`config.mk`:
```
export PLATFORM = sky130hd
export DESIGN_NAME = itf_decoder
export DESIGN_NICKNAME = d
export VERILOG_FILES = /design/src/verilog/itf_pkg.sv /design/src/verilog/itf_sync.sv /design/src/verilog/itf_decoder.sv
export SDC_FILE = /design/constraint.sdc
export NUM_CORES = 1
export LEC_CHECK = 0
export BUFFER_PORTS_ARGS = -buffer_cell sky130_fd_sc_hd__buf_2
export CORE_MARGIN = 1
export CORE_UTILIZATION = 51
export CTS_CLUSTER_DIAMETER = 100
export DETAILED_ROUTE_END_ITERATION = 12
export PLACE_DENSITY = 0.89
export SETUP_SLACK_MARGIN = 0.05
export SLEW_MARGIN = 20
export SYNTH_ARGS = -nofsm -noshare
export SYNTH_HDL_FRONTEND = slang
export SYNTH_SLANG_ARGS = --single-unit
```
`constraint.sdc`:
```
create_clock -name ref_clk_i -period 3.7 [get_ports ref_clk_i]
set_clock_uncertainty 0.2 [all_clocks]
set_input_delay 0.555 -clock ref_clk_i [delete_from_list [all_inputs] [get_ports ref_clk_i]]
set_output_delay 0.555 -clock ref_clk_i [all_outputs]
set_load 0.01 [all_outputs]
```
`src/verilog/itf_pkg.sv`:
```
// Package of codes, widths and reset values for the input terminal function decoder
package itf_pkg;
    localparam int NUM_TERM     = 8;
    localparam int CODE_W       = 7;
    localparam int NUM_SW_REF   = 3;
    localparam int SYNC_STAGES  = 2;
    localparam int DATA_W       = 16;

    typedef logic [CODE_W-1:0] itf_code_t;

    localparam itf_code_t FN_CMD_KEYPAD   = 7'h24;
    localparam itf_code_t FN_CMD_TERMINAL = 7'h25;
    localparam itf_code_t FN_CMD_COMM     = 7'h26;
    localparam itf_code_t FN_PRE_EXCITE   = 7'h27;
    localparam itf_code_t FN_ENERGY_CLEAR = 7'h28;
    localparam itf_code_t FN_ENERGY_HOLD  = 7'h29;
    localparam itf_code_t FN_TORQUE_KEYPD = 7'h2A;
    localparam itf_code_t FN_POS_REF_PT   = 7'h2B;
    localparam itf_code_t FN_SPINDLE_ZERO = 7'h2D;
    localparam itf_code_t FN_POS_SPEED    = 7'h33;
    localparam itf_code_t FN_PULSE_OFF    = 7'h34;
    localparam itf_code_t FN_DEV_CLEAR    = 7'h35;
    localparam itf_code_t FN_EMERG_STOP   = 7'h38;
    localparam itf_code_t FN_OVERTEMP     = 7'h39;
    localparam itf_code_t FN_TO_SVM       = 7'h3B;
    localparam itf_code_t FN_TO_CLV       = 7'h3C;
    localparam itf_code_t FN_SERVO_EN     = 7'h3F;
    localparam itf_code_t FN_FWD_LIMIT    = 7'h40;
    localparam itf_code_t FN_REV_LIMIT    = 7'h41;
    localparam itf_code_t FN_POS_CNT_CLR  = 7'h42;
    localparam itf_code_t FN_PULSE_INC    = 7'h43;
    localparam itf_code_t FN_SUPERIMPOSE  = 7'h44;
    localparam itf_code_t FN_PULSE_DEC    = 7'h45;
    localparam itf_code_t FN_GEAR_SEL     = 7'h46;
    localparam itf_code_t FN_MASTER       = 7'h47;
    localparam itf_code_t FN_SLAVE        = 7'h48;

    typedef enum logic [1:0] {
        ITF_SRC_KEYPAD,
        ITF_SRC_TERMINAL,
        ITF_SRC_COMM
    } itf_src_t;

    localparam logic RST_CLV_MODE    = 1'b0;
    localparam logic RST_MASTER_ROLE = 1'b0;
    localparam logic [DATA_W:0] RST_PULSE_RATE = 17'h00000;
endpackage

```
`src/verilog/itf_sync.sv`:
```
// Two-stage synchroniser for the terminal pins
`timescale 1ns/1ps
module itf_sync
(
    // Clock and reset
    input  wire logic                          ref_clk_i,
    input  wire logic                          rst_i,
    // Pins and synchronised levels
    input  wire logic [itf_pkg::NUM_TERM-1:0]  pin_i,
    output logic      [itf_pkg::NUM_TERM-1:0]  level_o
);
    typedef struct packed {
        logic [itf_pkg::NUM_TERM-1:0] meta;
        logic [itf_pkg::NUM_TERM-1:0] level;
    } itf_sync_state_t;

    itf_sync_state_t st_reg;
    itf_sync_state_t st_next;

    // Only the second stage feeds logic
    always_comb
    begin
        st_next       = st_reg;
        st_next.meta  = pin_i;
        st_next.level = st_reg.meta;
    end

    always_ff @(posedge ref_clk_i or posedge rst_i)
    begin
        if (rst_i)
        begin
            st_reg <= '0;
        end
        else
        begin
            st_reg <= st_next;
        end
    end

    assign level_o = st_reg.level;
endmodule

```
`src/verilog/itf_decoder.sv`:
```
// Decoder that turns terminal function codes 36 to 72 into drive control requests
//
// Contract
// - Function 36 active forces run-command source to keypad.
// - Function 37 active forces run-command source to terminals.
// - Function 38 active forces run-command source to communication.
// - Override released restores the previously configured run-command source.
// - Function 39 keeps motor pre-excitation running while active.
// - Function 40 going active clears the energy count.
// - Function 41 active freezes the energy count.
// - Function 42 active takes upper torque limit from keypad.
// - Function 43 honoured only on first three switch inputs.
// - Function 45 going active triggers spindle zeroing.
// - Function 51 selects position or speed control by its level.
// - Function 52 active ignores the pulse reference input.
// - Function 53 active clears position loop input deviation.
// - Function 56 commands emergency stop with emergency deceleration time.
// - Function 57 is a motor over-temperature fault and stops the motor.
// - Functions 59/60 select open-loop or closed-loop mode, only while stopped.
// - Function 63 with servo enabled enters zero-servo without start command.
// - Functions 64/65 apply forward and reverse maximum-frequency limits.
// - Function 66 active clears the position counting value.
// - With 68 active, 67/69 raise or lower pulse input at set speed.
// - Function 70 active selects the second electronic-gear numerator.
// - While stopped, 71 selects master role and 72 slave role.
`timescale 1ns/1ps
module itf_decoder
(
    // Clock and reset
    input  wire logic                                      ref_clk_i,
    input  wire logic                                      rst_i,
    // Terminal pins and per-terminal function codes
    input  wire logic [itf_pkg::NUM_TERM-1:0]              term_pin_i,
    input  wire logic [itf_pkg::NUM_TERM-1:0][itf_pkg::CODE_W-1:0] term_code_i,
    // Drive configuration and state
    input  wire logic [1:0]                                cmd_src_cfg_i,
    input  wire logic                                      stopped_i,
    input  wire logic                                      servo_enable_cfg_i,
    input  wire logic [itf_pkg::DATA_W-1:0]                emergency_decel_time_i,
    input  wire logic [itf_pkg::DATA_W-1:0]                superimpose_pulse_speed_i,
    input  wire logic [itf_pkg::DATA_W-1:0]                first_gear_numerator_i,
    input  wire logic [itf_pkg::DATA_W-1:0]                second_gear_numerator_i,
    // Command channel and motor requests
    output logic      [1:0]                                cmd_src_o,
    output logic                                           pre_excite_o,
    output logic                                           energy_clear_o,
    output logic                                           energy_hold_o,
    output logic                                           torque_limit_keypad_o,
    output logic                                           emergency_stop_o,
    output logic      [itf_pkg::DATA_W-1:0]                emergency_decel_time_o,
    output logic                                           overtemp_fault_o,
    output logic                                           motor_stop_o,
    output logic                                           fwd_max_limit_o,
    output logic                                           rev_max_limit_o,
    // Position and spindle requests
    output logic                                           pos_ref_point_o,
    output logic                                           spindle_zero_o,
    output logic                                           position_mode_o,
    output logic                                           pulse_input_disable_o,
    output logic                                           pos_dev_clear_o,
    output logic                                           zero_servo_o,
    output logic                                           pos_count_clear_o,
    output logic signed [itf_pkg::DATA_W:0]                pulse_rate_o,
    output logic      [itf_pkg::DATA_W-1:0]                gear_numerator_o,
    // Mode state
    output logic                                           closed_loop_vector_mode_o,
    output logic                                           master_role_o
);
    typedef struct packed {
        logic [1:0]                   cmd_src;
        logic                         pre_excite;
        logic                         energy_clear;
        logic                         energy_hold;
        logic                         torque_keypad;
        logic                         estop;
        logic [itf_pkg::DATA_W-1:0]   decel_time;
        logic                         overtemp;
        logic                         motor_stop;
        logic                         fwd_limit;
        logic                         rev_limit;
        logic                         ref_point;
        logic                         spindle_zero;
        logic                         pos_mode;
        logic                         pulse_off;
        logic                         dev_clear;
        logic                         zero_servo;
        logic                         cnt_clear;
        logic [itf_pkg::DATA_W:0]     pulse_rate;
        logic [itf_pkg::DATA_W-1:0]   gear_num;
        logic                         clv_mode;
        logic                         master;
        logic                         clear_prev;
        logic                         zero_prev;
    } itf_state_t;

    itf_state_t                   st_reg;
    itf_state_t                   st_next;
    logic [itf_pkg::NUM_TERM-1:0] act;

    // Decode of one function over the first n terminals
    function automatic logic fn_active(
        input logic [itf_pkg::NUM_TERM-1:0]                     a,
        input logic [itf_pkg::NUM_TERM-1:0][itf_pkg::CODE_W-1:0] c,
        input logic [itf_pkg::CODE_W-1:0]                       f,
        input int                                               n
    );
        logic hit;
        hit = 1'b0;
        for (int i = 0; i < itf_pkg::NUM_TERM; i++)
        begin
            if (i < n && a[i] && c[i] == f)
            begin
                hit = 1'b1;
            end
        end
        return hit;
    endfunction

    itf_sync u_sync
    (
        .ref_clk_i (ref_clk_i),
        .rst_i     (rst_i),
        .pin_i     (term_pin_i),
        .level_o   (act)
    );

    logic f_kpd, f_trm, f_com, f_pre, f_eclr, f_ehold, f_tq, f_ref, f_spz;
    logic f_pos, f_poff, f_dev, f_est, f_ot, f_svm, f_clv, f_servo;
    logic f_fwd, f_rev, f_cnt, f_inc, f_sup, f_dec, f_gear, f_mst, f_slv;

    // Per-terminal code routing
    always_comb
    begin
        f_kpd   = fn_active(act, term_code_i, itf_pkg::FN_CMD_KEYPAD,
                            itf_pkg::NUM_TERM);
        f_trm   = fn_active(act, term_code_i, itf_pkg::FN_CMD_TERMINAL, itf_pkg::NUM_TERM);
        f_com   = fn_active(act, term_code_i, itf_pkg::FN_CMD_COMM,     itf_pkg::NUM_TERM);
        f_pre   = fn_active(act, term_code_i, itf_pkg::FN_PRE_EXCITE,   itf_pkg::NUM_TERM);
        f_eclr  = fn_active(act, term_code_i, itf_pkg::FN_ENERGY_CLEAR, itf_pkg::NUM_TERM);
        f_ehold = fn_active(act, term_code_i, itf_pkg::FN_ENERGY_HOLD,  itf_pkg::NUM_TERM);
        f_tq    = fn_active(act, term_code_i, itf_pkg::FN_TORQUE_KEYPD, itf_pkg::NUM_TERM);
        f_ref   = fn_active(act, term_code_i, itf_pkg::FN_POS_REF_PT,
                            itf_pkg::NUM_SW_REF);
        f_spz   = fn_active(act, term_code_i, itf_pkg::FN_SPINDLE_ZERO, itf_pkg::NUM_TERM);
        f_pos   = fn_active(act, term_code_i, itf_pkg::FN_POS_SPEED,    itf_pkg::NUM_TERM);
        f_poff  = fn_active(act, term_code_i, itf_pkg::FN_PULSE_OFF,    itf_pkg::NUM_TERM);
        f_dev   = fn_active(act, term_code_i, itf_pkg::FN_DEV_CLEAR,    itf_pkg::NUM_TERM);
        f_est   = fn_active(act, term_code_i, itf_pkg::FN_EMERG_STOP,   itf_pkg::NUM_TERM);
        f_ot    = fn_active(act, term_code_i, itf_pkg::FN_OVERTEMP,     itf_pkg::NUM_TERM);
        f_svm   = fn_active(act, term_code_i, itf_pkg::FN_TO_SVM,       itf_pkg::NUM_TERM);
        f_clv   = fn_active(act, term_code_i, itf_pkg::FN_TO_CLV,       itf_pkg::NUM_TERM);
        f_servo = fn_active(act, term_code_i, itf_pkg::FN_SERVO_EN,     itf_pkg::NUM_TERM);
        f_fwd   = fn_active(act, term_code_i, itf_pkg::FN_FWD_LIMIT,    itf_pkg::NUM_TERM);
        f_rev   = fn_active(act, term_code_i, itf_pkg::FN_REV_LIMIT,    itf_pkg::NUM_TERM);
        f_cnt   = fn_active(act, term_code_i, itf_pkg::FN_POS_CNT_CLR,  itf_pkg::NUM_TERM);
        f_inc   = fn_active(act, term_code_i, itf_pkg::FN_PULSE_INC,    itf_pkg::NUM_TERM);
        f_sup   = fn_active(act, term_code_i, itf_pkg::FN_SUPERIMPOSE,  itf_pkg::NUM_TERM);
        f_dec   = fn_active(act, term_code_i, itf_pkg::FN_PULSE_DEC,    itf_pkg::NUM_TERM);
        f_gear  = fn_active(act, term_code_i, itf_pkg::FN_GEAR_SEL,     itf_pkg::NUM_TERM);
        f_mst   = fn_active(act, term_code_i, itf_pkg::FN_MASTER,       itf_pkg::NUM_TERM);
        f_slv   = fn_active(act, term_code_i, itf_pkg::FN_SLAVE,        itf_pkg::NUM_TERM);
    end

    // Next state
    always_comb
    begin
        st_next = st_reg;
        // Override priority keypad, terminal, communication
        if (f_kpd)
        begin
            st_next.cmd_src = 2'(itf_pkg::ITF_SRC_KEYPAD);
        end
        else if (f_trm)
        begin
            st_next.cmd_src = 2'(itf_pkg::ITF_SRC_TERMINAL);
        end
        else if (f_com)
        begin
            st_next.cmd_src = 2'(itf_pkg::ITF_SRC_COMM);
        end
        else
        begin
            st_next.cmd_src = cmd_src_cfg_i;
        end
        st_next.pre_excite    = f_pre;
        st_next.energy_clear  = f_eclr && !st_reg.clear_prev;
        st_next.clear_prev    = f_eclr;
        st_next.energy_hold   = f_ehold;
        st_next.torque_keypad = f_tq;
        st_next.ref_point     = f_ref;
        st_next.spindle_zero  = f_spz && !st_reg.zero_prev;
        st_next.zero_prev     = f_spz;
        st_next.pos_mode      = f_pos;
        st_next.pulse_off     = f_poff;
        st_next.dev_clear     = f_dev;
        st_next.estop         = f_est;
        st_next.decel_time    = emergency_decel_time_i;
        st_next.overtemp      = f_ot;
        st_next.motor_stop    = f_est || f_ot;
        // Control mode changes only at standstill
        if (stopped_i && f_clv && !f_svm)
        begin
            st_next.clv_mode = 1'b1;
        end
        else if (stopped_i && f_svm && !f_clv)
        begin
            st_next.clv_mode = 1'b0;
        end
        st_next.zero_servo    = servo_enable_cfg_i && f_servo;
        st_next.fwd_limit     = f_fwd;
        st_next.rev_limit     = f_rev;
        st_next.cnt_clear     = f_cnt;
        // Superimposed pulse rate, opposing requests cancel
        if (f_sup && f_inc && !f_dec)
        begin
            st_next.pulse_rate = {1'b0, superimpose_pulse_speed_i};
        end
        else if (f_sup && f_dec && !f_inc)
        begin
            st_next.pulse_rate = (itf_pkg::DATA_W+1)'(-{1'b0, superimpose_pulse_speed_i});
        end
        else
        begin
            st_next.pulse_rate = itf_pkg::RST_PULSE_RATE;
        end
        st_next.gear_num = f_gear ? second_gear_numerator_i : first_gear_numerator_i;
        // Role changes only at standstill
        if (stopped_i && f_mst && !f_slv)
        begin
            st_next.master = 1'b1;
        end
        else if (stopped_i && f_slv && !f_mst)
        begin
            st_next.master = 1'b0;
        end
    end

    always_ff @(posedge ref_clk_i or posedge rst_i)
    begin
        if (rst_i)
        begin
            st_reg            <= '0;
            st_reg.clv_mode   <= itf_pkg::RST_CLV_MODE;
            st_reg.master     <= itf_pkg::RST_MASTER_ROLE;
            st_reg.pulse_rate <= itf_pkg::RST_PULSE_RATE;
        end
        else
        begin
            st_reg <= st_next;
        end
    end

    assign cmd_src_o                 = st_reg.cmd_src;
    assign pre_excite_o              = st_reg.pre_excite;
    assign energy_clear_o            = st_reg.energy_clear;
    assign energy_hold_o             = st_reg.energy_hold;
    assign torque_limit_keypad_o     = st_reg.torque_keypad;
    assign emergency_stop_o          = st_reg.estop;
    assign emergency_decel_time_o    = st_reg.decel_time;
    assign overtemp_fault_o          = st_reg.overtemp;
    assign motor_stop_o              = st_reg.motor_stop;
    assign fwd_max_limit_o           = st_reg.fwd_limit;
    assign rev_max_limit_o           = st_reg.rev_limit;
    assign pos_ref_point_o           = st_reg.ref_point;
    assign spindle_zero_o            = st_reg.spindle_zero;
    assign position_mode_o           = st_reg.pos_mode;
    assign pulse_input_disable_o     = st_reg.pulse_off;
    assign pos_dev_clear_o           = st_reg.dev_clear;
    assign zero_servo_o              = st_reg.zero_servo;
    assign pos_count_clear_o         = st_reg.cnt_clear;
    assign pulse_rate_o              = st_reg.pulse_rate;
    assign gear_numerator_o          = st_reg.gear_num;
    assign closed_loop_vector_mode_o = st_reg.clv_mode;
    assign master_role_o             = st_reg.master;

    // Checks
    property p_keypad;
        @(posedge ref_clk_i) disable iff (rst_i)
        f_kpd |=> cmd_src_o == 2'(itf_pkg::ITF_SRC_KEYPAD);
    endproperty
    a_keypad: assert property (p_keypad) else $error("keypad override not applied");

    property p_terminal;
        @(posedge ref_clk_i) disable iff (rst_i)
        (f_trm && !f_kpd) |=> cmd_src_o == 2'(itf_pkg::ITF_SRC_TERMINAL);
    endproperty
    a_terminal: assert property (p_terminal) else $error("terminal override missed");

    property p_comm;
        @(posedge ref_clk_i) disable iff (rst_i)
        (f_com && !f_kpd && !f_trm) |=> cmd_src_o == 2'(itf_pkg::ITF_SRC_COMM);
    endproperty
    a_comm: assert property (p_comm) else $error("comm override not applied");

    property p_restore;
        @(posedge ref_clk_i) disable iff (rst_i)
        (!f_kpd && !f_trm && !f_com) |=> cmd_src_o == $past(cmd_src_cfg_i);
    endproperty
    a_restore: assert property (p_restore) else $error("command source not restored");

    property p_clear_pulse;
        @(posedge ref_clk_i) disable iff (rst_i)
        energy_clear_o |=> !energy_clear_o;
    endproperty
    a_clear_pulse: assert property (p_clear_pulse) else $error("clear pulse too long");

    property p_clear_rise;
        @(posedge ref_clk_i) disable iff (rst_i)
        (!f_eclr ##1 f_eclr) |=> energy_clear_o;
    endproperty
    a_clear_rise: assert property (p_clear_rise) else $error("energy clear missed");

    property p_ref_point;
        @(posedge ref_clk_i) disable iff (rst_i)
        pos_ref_point_o |-> $past(act[0] && term_code_i[0] == itf_pkg::FN_POS_REF_PT
            || act[1] && term_code_i[1] == itf_pkg::FN_POS_REF_PT
            || act[2] && term_code_i[2] == itf_pkg::FN_POS_REF_PT);
    endproperty
    a_ref_point: assert property (p_ref_point) else $error("bad ref point terminal");

    property p_stop;
        @(posedge ref_clk_i) disable iff (rst_i)
        (f_est || f_ot) |=> motor_stop_o;
    endproperty
    a_stop: assert property (p_stop) else $error("motor stop not requested");

    property p_mode_hold;
        @(posedge ref_clk_i) disable iff (rst_i)
        !stopped_i |=> $stable(closed_loop_vector_mode_o);
    endproperty
    a_mode_hold: assert property (p_mode_hold) else $error("mode changed in run");

    property p_servo;
        @(posedge ref_clk_i) disable iff (rst_i)
        zero_servo_o |-> $past(servo_enable_cfg_i && f_servo);
    endproperty
    a_servo: assert property (p_servo) else $error("zero servo without enable");

    property p_pulse_gate;
        @(posedge ref_clk_i) disable iff (rst_i)
        !f_sup |=> pulse_rate_o == 17'sh00000;
    endproperty
    a_pulse_gate: assert property (p_pulse_gate) else $error("rate while gated");

    property p_role_hold;
        @(posedge ref_clk_i) disable iff (rst_i)
        !stopped_i |=> $stable(master_role_o);
    endproperty
    a_role_hold: assert property (p_role_hold) else $error("role changed in run");

    c_override: cover property (@(posedge ref_clk_i) disable iff (rst_i) f_kpd ##1 !f_kpd);
    c_mode_sw:  cover property (@(posedge ref_clk_i) disable iff (rst_i)
        $rose(closed_loop_vector_mode_o));
    c_pulse_up: cover property (@(posedge ref_clk_i) disable iff (rst_i)
        f_sup && f_inc ##1 pulse_rate_o != 17'sh00000);
    c_estop:    cover property (@(posedge ref_clk_i) disable iff (rst_i) $rose(emergency_stop_o));
endmodule

```
==> impl_metrics.py, run 1 <==
metrics = {
    "outcome": {
        "status": "finished, final reports clean",
    },
    "yosys": {
        "syn_area_um2": 5654,
        "async_reset_ff_share_pct": 100.0,
        "yosys_warnings": 0,
        "ys.flop_type": "dfrtp_1",
        "synth_edf_count": 0,
        "syn_inst": 645,
        "synth_seq_cells": 87,
        "yosys.cell_types.count": 56,
        "ys_top_cells_by_area": "dfrtp_1 (39%), buf_4 (6.8%), nand3_1 (4.4%)",
        "synth_nets": 780,
        "ys_seq_area_share_pct": 38.50,
        "yosysTopAreaCell": "dfrtp_1",
        "synth.avg_cell_area_um2": 8.766,
        "yosysTopAreaCellShare_pct": 38.50,
    },
    "pwr": {
        "total_power_mw": 2.191,
        "internal_power_mw": 1.578,
        "p_sw_share_pct": 27.98,
        "p_comb_share_pct": 16.3,
        "irDropWorstVdd_v": 0.0002536,
        "p_per_area_nw_per_um2": 325.4,
        "power.switching_uw": 613.0,
        "clockPowerShare_pct": 38.0,
        "leakagePower_nw": 2.927,
        "seq_power_share_pct": 45.7,
    },
    "timing": {
        "period_needed_ps": 2956,
        "clock.fmax_mhz": 338.3,
        "setup_viol": 0,
        "hold_slack_ps": 68.48,
        "relSlewSlack_pct": 42.04,
        "hold_viol": 0,
        "finalCritPeriodShare_pct": 79.88,
        "tightest_slew_ps": 857.7,
        "fin_setup_tns_ps": 0,
        "final-max-slew-violation-count": 0,
        "rsz0062_at_grt": "false",
        "fin_ws_ps": 744.3,
    },
    "critical_path": {
        "crit_path_cell_trace": "nand4bb_1 > or4_1 > o221ai_1 > or4_1 > or4_1 > a31oi_1",
        "path_delay_family": "simple AND/OR/NAND/NOR gates",
        "cpMostUsedCell": "or4_1",
        "r2r-end": "pulse_rate_o[3]",
        "worst-path-max-fanout": 24,
        "critPathLaunchType": "register",
        "cp_num_buf_inv": 0,
        "end_kind": "register",
        "reg2reg_from": "u_sync.level_o[1]",
        "r2r_cells": 6,
        "crit_slowest_cell": "or4_1",
        "max_stage_delay_ps": 800,
        "worstPathArrival_ps": 3060,
        "timing.reg2reg.setup_slack_ps": 740,
        "critPathKind": "reg -> reg",
        "critPathRequiredTime_ps": 3800,
    },
    "place": {
        "place_congestion": 0.9984,
        "placed_cell_area_um2": 6479,
        "dp_cells": 929,
        "dp_slack_ps": 560.2,
        "dpl.hpwl_um": 16520,
        "port_buffers": 202,
    },
    "routing": {
        "vias": 6060,
        "viasPerCell": 6.413,
        "drt_iter0_markers": 843,
        "drt_wl_total_um": 20850,
        "first_pass_iters": 7,
        "routedWlPerCell_um": 22.06,
        "drc": 0,
        "drtAntennaViolNets": 0,
    },
    "finish": {
        "final_cell_mix": "buf_2 (202), dfrtp_1 (87), nand2_1 (57)",
        "drive_above_1_share_pct": 32.17,
        "ff_latch_area_um2": 2177,
        "final_net_count": 935,
        "post-route-util_pct": 62.11,
        "final_cells": 945,
        "multi_input_area_um2": 2968,
        "design_area_um2": 6733,
        "syn2layout_area_growth_pct": 19.08,
        "largest_reg_flops": 17,
        "final_common_cell": "buf_2",
        "n_fill_cell": 969,
        "antennaDiodeCount": 0,
    },
    "worst_hold_path": {
        "worstHoldPathType": "in -> reg",
        "worstHoldStart": "term_pin_i[3]",
        "worstHoldPathCells": 1,
        "holdPathEnd": "u_sync.st_next[3]",
    },
    "clocking": {
        "htree_levels": 3,
        "cts_root_buffer": "clkbuf_8",
        "clkSinkCount": 87,
        "path_clk_slew_ps": 90,
        "post-cts-setup-buffers": 0,
        "ctsHoldBuffers": 0,
        "ctsResizeCount": 0,
        "insertion_delay_ps": 390,
        "clk_path_buf_depth": 2,
        "cts_tree": "done",
        "cts_buffers": 9,
    },
    "floorplan": {
        "rows": 38,
        "start_util_pct": 52.16,
        "core_area_um2": 10840,
        "fp.dieW_um": 107.3,
        "die_area_um2": 11510,
        "die_h_um": 107.3,
        "io_pins": 203,
    },
    "grt": {
        "grt_pass1_wl_um": 30750,
        "grt_max_degree": 88,
        "grtUsageTotal_pct": 36.16,
        "grt_pass1_vias": 5529,
        "antenna_found_initial": 0,
        "grt-ovfl-total": 0,
    },
    "flow_run": {
        "cap_violations": 0,
    },
}
cell type report:
class,count,area share [%]
tap,140,2.602
multi-input combinational,475,44.08
clock buffer,9,1.840
inverter,11,0.6319
clock inverter,7,1.877
sequential,87,32.34
timing repair buffer,216,16.63
how the worst max path moves through the flow:
stage | startpoint | depth (start not counted) | endpoint
2_1_floorplan | rst_i | 1 | closed_loop_vector_mode_o
3_3_place_gp | term_code_i[18] | 7 | pulse_rate_o[9]
3_5_place_dp | term_code_i[18] | 7 | pulse_rate_o[3]
4_1_cts | u_sync.level_o[1] | 6 | pulse_rate_o[3]
5_1_grt | u_sync.level_o[1] | 6 | pulse_rate_o[3]
6_report | u_sync.level_o[1] | 6 | pulse_rate_o[3]
metal layers:
metal / share of wire, % / vias to the layer above / track usage [%]
li1: - / 2711 / -
met5: 0 / - / 0
met2: 46 / 466 / 56.41
met1: 40 / 2835 / 48.30
met4: 2.7 / 0 / 14.38
met3: 12 / 48 / 8.656
kinds of logic (layout without fill, tap and decap cells):
kind of cell    count (synthesis)  after routing  synth area share, %
flops                          87             87                38.50
simple gates                  340            340                34.19
buf+inv                        83            243                9.206
compound gates                116            116                14.38
fa+ha+maj                       1              1               0.2213
xor+xnor                        2              2               0.3099
mux                            16             16                3.186
synthesized netlist by cell type (2+ instances only):
cell	instances
a211oi_1	4
a21oi_1	15
a221oi_1	5
a22oi_1	7
a311oi_1	2
a31oi_1	18
a32o_1	2
a32oi_1	3
and2_1	3
and3_1	2
and4b_1	5
buf_2	8
buf_4	51
clkbuf_1	12
dfrtp_1	87
inv_1	11
mux2_2	16
nand2_1	57
nand2b_1	19
nand3_1	50
nand3b_1	4
nand4_1	27
nand4b_1	5
nand4bb_1	4
nand4bb_2	2
nor2_1	45
nor2b_1	29
nor3_1	31
nor3b_1	7
nor4_1	7
nor4b_1	3
nor4bb_1	10
o211ai_1	10
o21ai_0	12
o221ai_1	2
o22a_1	4
o22ai_1	15
o311ai_0	3
o32ai_1	6
or2_2	4
or3_1	7
or4_1	16
xnor2_1	2
worst register-to-register path, stage by stage, from the launching register on:
cell and delay [ps]:
dfrtp_1 500, nand4bb_1 250, or4_1 170, o221ai_1 140, or4_1 800, or4_1 640
a31oi_1 160
power groups by stage:
| stage | Clock [mW] | Sequential [mW] | Combinational, mW |
|---|---|---|---|
| 2_1_floorplan | 0 | 1.02 | 0.189 |
| 3_3_place_gp | 0 | 1.02 | 0.344 |
| 3_5_place_dp | 0 | 1.02 | 0.347 |
| 4_1_cts | 0.844 | 1.00 | 0.348 |
| 5_1_grt | 0.885 | 1.00 | 0.384 |
| 6_report | 0.833 | 1.00 | 0.357 |
No activity file was read; power rests on OpenSTA's default activity.
==> run 2, diff against run 1 <==
--- a/config.mk
+++ b/config.mk
@@ -7,10 +7,10 @@
 export LEC_CHECK = 0
 export BUFFER_PORTS_ARGS = -buffer_cell sky130_fd_sc_hd__buf_2
 export CORE_MARGIN = 1
-export CORE_UTILIZATION = 51
+export CORE_UTILIZATION = 46
 export CTS_CLUSTER_DIAMETER = 100
 export DETAILED_ROUTE_END_ITERATION = 12
-export PLACE_DENSITY = 0.89
+export PLACE_DENSITY = 0.85
 export SETUP_SLACK_MARGIN = 0.05
 export SLEW_MARGIN = 20
 export SYNTH_ARGS = -nofsm -noshare
==> constraint.sdc (replaced) <==
create_clock -name ref_clk_i -period 2.7 [get_ports ref_clk_i]
set_clock_uncertainty 0.2 [all_clocks]
set_input_delay 0.405 -clock ref_clk_i [delete_from_list [all_inputs] [get_ports ref_clk_i]]
set_output_delay 0.405 -clock ref_clk_i [all_outputs]
set_load 0.01 [all_outputs]
==> run 2 against run 1 <==
Against the previous run:
- the run now ends with negative hold slack left
- count of clock-buffer cells in the layout unchanged
- global-route usage is 2.8 points lower
- critical endpoint is now pulse_rate_o[9]
- largest cell class unchanged
- routed wire length up 2.0%
- core utilization down 0.22 points
- design area grew 10%
- largest power group unchanged
- combinational power increased by 57%
- non-clock buffer count grew 69
==> impl_metrics.py, run 2 (same netlist as run 1, synthesis figures left out) <==
metrics = {
    "finish": {
        "final_cell_mix": "buf_2 (202), dfrtp_1 (87), nand2_1 (57)",
        "final_net_count": 1004,
        "final_common_cell": "buf_2",
        "drive_above_1_share_pct": 35.13,
        "largest_reg_flops": 17,
        "post-route-util_pct": 61.89,
        "syn2layout_area_growth_pct": 31.47,
        "multi_input_area_um2": 2989,
        "final_cells": 1021,
        "n_fill_cell": 1075,
        "ff_latch_area_um2": 2177,
        "antennaDiodeCount": 0,
    },
    "critical_path": {
        "crit_slowest_cell": "or4_4",
        "endpoint": "pulse_rate_o[9]",
        "path_depth": 7,
        "r2r_cells": 7,
        "crit_path_cell_trace": "nand4bb_2 > nor3_2 > a32o_1 > or4_4 > buf_12 > or4_1 > a31oi_1",
        "r2r-end": "pulse_rate_o[9]",
        "path_delay_family": "simple AND/OR/NAND/NOR gates",
        "cp_num_buf_inv": 1,
        "critPathLaunchType": "register",
        "worst-path-max-fanout": 24,
        "end_kind": "register",
        "reg2reg_from": "u_sync.level_o[5]",
        "worstPathArrival_ps": 2610,
        "crit_path_start": "u_sync.level_o[5]",
        "max_stage_delay_ps": 500,
        "timing.reg2reg.setup_slack_ps": 160,
        "critPathKind": "reg -> reg",
        "critPathRequiredTime_ps": 2760,
    },
    "timing": {
        "fin_ws_ps": 157.6,
        "setup_viol": 0,
        "period_needed_ps": 2542,
        "rsz0062_at_grt": "false",
        "hold_slack_ps": -25.09,
        "relSlewSlack_pct": 50.04,
        "clock.fmax_mhz": 393.3,
        "final-max-slew-violation-count": 0,
        "hold_viol": 31,
        "tightest_slew_ps": 747.1,
        "finalCritPeriodShare_pct": 94.16,
    },
    "floorplan": {
        "start_util_pct": 47.07,
        "die_area_um2": 12740,
        "fp.dieW_um": 112.9,
        "core_area_um2": 12010,
        "io_pins": 203,
        "rows": 40,
        "die_h_um": 112.9,
    },
    "grt": {
        "grtUsageTotal_pct": 33.35,
        "grt_pass1_vias": 5858,
        "grt-ovfl-total": 0,
        "grt_max_degree": 88,
        "grt_pass1_wl_um": 32130,
        "antenna_found_initial": 0,
    },
    "routing": {
        "drtAntennaViolNets": 0,
        "vias": 6297,
        "viasPerCell": 6.167,
        "drt_iter0_markers": 830,
        "drc": 0,
        "routedWlPerCell_um": 20.84,
        "drt_wl_total_um": 21270,
        "first_pass_iters": 7,
    },
    "clocking": {
        "cts_root_buffer": "clkbuf_16",
        "htree_levels": 3,
        "clk_path_buf_depth": 2,
        "clkSinkCount": 87,
        "insertion_delay_ps": 350,
        "post-cts-setup-buffers": 0,
        "cts_tree": "done",
        "cts_buffers": 9,
        "path_clk_slew_ps": 70,
    },
    "pwr": {
        "leakagePower_nw": 3.279,
        "p_per_area_nw_per_um2": 423.9,
        "irDropWorstVdd_v": 0.0002361,
    },
    "place": {
        "dp_cells": 981,
        "dp_slack_ps": -39.73,
        "place_congestion": 1.053,
        "port_buffers": 202,
        "dpl.hpwl_um": 16490,
    },
    "outcome": {
        "violations": "negative hold slack",
        "status": "finished, violations left",
    },
    "worst_hold_path": {
        "worstHoldPathType": "in -> async",
    },
    "flow_run": {
        "cap_violations": 0,
    },
}
## run 2: cell count changes in the layout (fill, tap and decap cells not counted), sizes merged
cell	previous run	this run
clkinvlp	1	3
dlygate4sd3	0	24
bufinv	3	0
clkinv	2	3
buf	216	261
## run 2: power breakdown
group / switching, mW / internal [mW] / leakage [nW] / total (mW)
registers: 0.0187 / 1.35 / 1.10 / 1.37
logic: 0.319 / 0.240 / 2.04 / 0.559
clock network: 0.576 / 0.644 / 0.137 / 1.22
## run 2: cell type report
type | instances | share of cell area [%]
Clock buffer | 9 | 3.030
Sequential cell | 87 | 29.29
Inverter | 11 | 0.6060
Multi-Input combinational cell | 475 | 40.21
Timing Repair Buffer | 285 | 23.46
Tap cell | 147 | 2.474
Clock inverter | 7 | 0.9258
## run 2: worst min path at each step
stage                      start  cells after the start  slack, ps                   end
4_1_cts                    rst_i                      3          8          cmd_src_o[1]
6_report                   rst_i                      3        -30  gear_numerator_o[15]
2_1_floorplan  u_sync.st_next[0]                      0        130     u_sync.level_o[0]
3_5_place_dp   u_sync.st_next[0]                      0        130     u_sync.level_o[0]
3_3_place_gp   u_sync.st_next[6]                      0        130     u_sync.level_o[6]
5_1_grt                    rst_i                      3         20  gear_numerator_o[15]
## run 2: worst register-to-register path: cells and delay by family (launching register included)
family	cells	cell delay [ps]
flip-flops	1	410
AO/OA/AOI/OAI	2	480
buffers and inverters	1	180
AND/OR/NAND/NOR	4	1210
## run 2: stage by stage
stage / power, mW / setup TNS [ps] / instance area, um2
after detailed placement: 1.910 / -39.73 / 6878
after CTS: 3.153 / 0 / 7412
final: 3.151 / 0 / 7433
after global placement: 1.903 / 0 / 6878
after floorplan: 1.654 / 0 / 5658
after global routing: 3.266 / 0 / 7433
## run 2: metal layers
metal | up-vias | track usage, % | wire length, um
met5 | - | 0 | 0
met4 | 0 | 15.35 | 804
met3 | 69 | 8.570 | 2574
met2 | 479 | 52.59 | 9653
met1 | 2898 | 43.13 | 8242
li1 | 2851 | - | -
## run 2: timing repair
| action | in CTS | in global routing |
|---|---|---|
| endpoints found under the hold margin | 24 | 0 |
| gates resized for setup | 0 | 3 |
| setup endpoints to repair | 0 | 1 |
| hold buffers | 24 | 0 |
==> run 3, diff against run 2 <==
--- a/config.mk
+++ b/config.mk
@@ -10,7 +10,7 @@
 export CORE_UTILIZATION = 46
 export CTS_CLUSTER_DIAMETER = 100
 export DETAILED_ROUTE_END_ITERATION = 12
-export PLACE_DENSITY = 0.85
+export PLACE_DENSITY = 0.81
 export SETUP_SLACK_MARGIN = 0.05
 export SLEW_MARGIN = 20
 export SYNTH_ARGS = -nofsm -noshare
==> run 3 against run 2 <==
Against the previous run:
- the run still ends with negative hold slack left
- maximum frequency decreased by 2.8%
- die area stayed put
- total power grew 3.9%
- worst setup slack worse by 74 ps
- sequential power about the same
- global-route usage increased by 1.2 points
- design area shrank 0.47%
- critical path depth unchanged
- final cell count fell by 0.69%
- core utilization shrank 0.29 points
- critical path type unchanged
- largest power group unchanged
==> impl_metrics.py, run 3 (same netlist as run 1, synthesis figures left out) <==
metrics = {
    "floorplan": {
        "die_h_um": 112.9,
        "fp.dieW_um": 112.9,
        "rows": 40,
        "io_pins": 203,
        "start_util_pct": 47.07,
        "core_area_um2": 12010,
        "die_area_um2": 12740,
    },
    "critical_path": {
        "end_kind": "register",
        "critPathRequiredTime_ps": 2750,
        "worst-path-max-fanout": 24,
        "critPathLaunchType": "register",
        "critPathKind": "reg -> reg",
        "r2r_cells": 7,
        "worstPathArrival_ps": 2670,
    },
    "grt": {
        "grt-ovfl-total": 0,
        "grtUsageMet1_pct": 46.79,
        "grt_max_degree": 88,
        "grt_pass1_wl_um": 32870,
        "antenna_found_initial": 0,
        "busiest_layer": "met2",
        "met2_usage_pct": 52.84,
        "met3_usage_pct": 9.320,
        "grt_pass1_vias": 5822,
        "grtUsageTotal_pct": 34.60,
    },
    "routing": {
        "drt_iter0_markers": 888,
        "vias": 6368,
        "first_pass_iters": 5,
        "drc": 0,
        "drtAntennaViolNets": 0,
        "drt_wl_total_um": 22150,
        "viasPerCell": 6.280,
        "routedWlPerCell_um": 21.84,
    },
    "finish": {
        "drive_above_1_share_pct": 34.49,
        "final_cell_mix": "buf_2 (202), dfrtp_1 (87), nand2_1 (57)",
        "final_common_cell": "buf_2",
        "antennaDiodeCount": 0,
        "final_cells": 1014,
        "design_area_um2": 7398,
        "largest_reg_flops": 17,
        "n_fill_cell": 1073,
        "post-route-util_pct": 61.59,
        "syn2layout_area_growth_pct": 30.85,
        "final_net_count": 999,
    },
    "timing": {
        "setup_viol": 0,
        "hold_slack_ps": -21.88,
        "period_needed_ps": 2617,
        "clock.fmax_mhz": 382.2,
        "final-max-slew-violation-count": 0,
        "finalCritPeriodShare_pct": 96.91,
        "rsz0062_at_grt": "false",
        "tightest_slew_ps": 1086,
        "relSlewSlack_pct": 27.24,
        "hold_viol": 15,
        "fin_ws_ps": 83.49,
    },
    "clocking": {
        "clkSinkCount": 87,
        "clk_path_buf_depth": 2,
        "cts_buffers": 9,
        "htree_levels": 3,
        "cts_root_buffer": "clkbuf_16",
        "insertion_delay_ps": 350,
        "post-cts-setup-buffers": 0,
        "cts_tree": "done",
        "path_clk_slew_ps": 70,
    },
    "flow_run": {
        "cap_violations": 0,
    },
    "place": {
        "dp_slack_ps": -9.892,
        "place_congestion": 1.023,
        "port_buffers": 202,
        "dp_cells": 976,
        "placed_cell_area_um2": 6840,
        "dpl.hpwl_um": 16900,
    },
    "pwr": {
        "p_sw_share_pct": 26.78,
        "seq_power_share_pct": 41.9,
        "p_comb_share_pct": 17.3,
        "internal_power_mw": 2.397,
        "leakagePower_nw": 3.270,
        "p_per_area_nw_per_um2": 442.6,
        "irDropWorstVdd_v": 0.0002297,
        "clockPowerShare_pct": 40.7,
        "power.switching_uw": 876.9,
    },
    "outcome": {
        "status": "finished, violations left",
        "violations": "negative hold slack",
    },
    "worst_hold_path": {
        "worstHoldPathType": "in -> async",
    },
}
[run 3: cell types whose count changed in the layout (fill, tap and decap cells not counted)]
cell / change
clkinv_4: -1
nor3_1: +1
nor3_4: -1
clkinv_2: +1
buf_4: -5
clkinv_8: -1
bufinv_16: +2
clkinvlp_4: -2
inv_8: -1
[run 3: final cells by class]
| type | instances | area [um2] | area share (%) |
|---|---|---|---|
| Sequential cell | 87 | 2177 | 29.43 |
| Timing Repair Buffer | 280 | 1707 | 23.07 |
| Clock buffer | 9 | 225.2 | 3.044 |
| Inverter | 11 | 45.04 | 0.6088 |
| Multi-Input combinational cell | 475 | 2978 | 40.25 |
| Clock inverter | 5 | 82.58 | 1.116 |
| Tap cell | 147 | 183.9 | 2.486 |
[run 3: critical path: stages, from the launching register on]
cell	delay, ps
dfrtp_1	410
nand4bb_2	150
nor3_2	70
a32o_1	270
or4_4	500
buf_12	170
or4_1	490
a31oi_1	240
[run 3: final timing paths]
check | startpoint | endpoint | slack, ps
setup reg to reg | u_sync.level_o[5] | pulse_rate_o[7] | 80
hold reg to reg | u_sync.st_next[5] | u_sync.level_o[5] | 150
hold / removal | rst_i | pulse_rate_o[16] | -20
setup / recovery | u_sync.level_o[5] | pulse_rate_o[7] | 80
max in group asynchronous | rst_i | u_sync.level_o[6] | 1960
min in group ref_clk_i | second_gear_numerator_i[6] | gear_numerator_o[6] | 80
[run 3: through the flow]
step,TNS [ps],power (mW)
after floorplan,0,1.654
after global placement,0,1.908
after detailed placement,-9.892,1.916
after CTS,0,3.271
after global routing,0,3.402
final,0,3.274
[run 3: per-layer routing]
layer | share of wire [%] | vias to the layer above | wire length, um
li1 | - | 2840 | -
met1 | 41 | 3009 | 9050
met2 | 44 | 445 | 9785
met3 | 11 | 74 | 2491
met4 | 3.7 | 0 | 818
met5 | 0 | - | 0
[run 3: power by group through the flow]
stage                     sequential [mW]  clock [mW]  combinational (mW)
after floorplan                      1.39           0               0.260
after global placement               1.39           0               0.516
after detailed placement             1.40           0               0.520
after CTS                            1.37        1.35               0.550
after global routing                 1.38        1.42               0.606
final                                1.37        1.33               0.568
[run 3: repair_timing]
item	CTS	global route
resized for setup	0	2
endpoints found under the setup margin	0	7
endpoints found under the hold margin	24	0
hold buffers	24	0
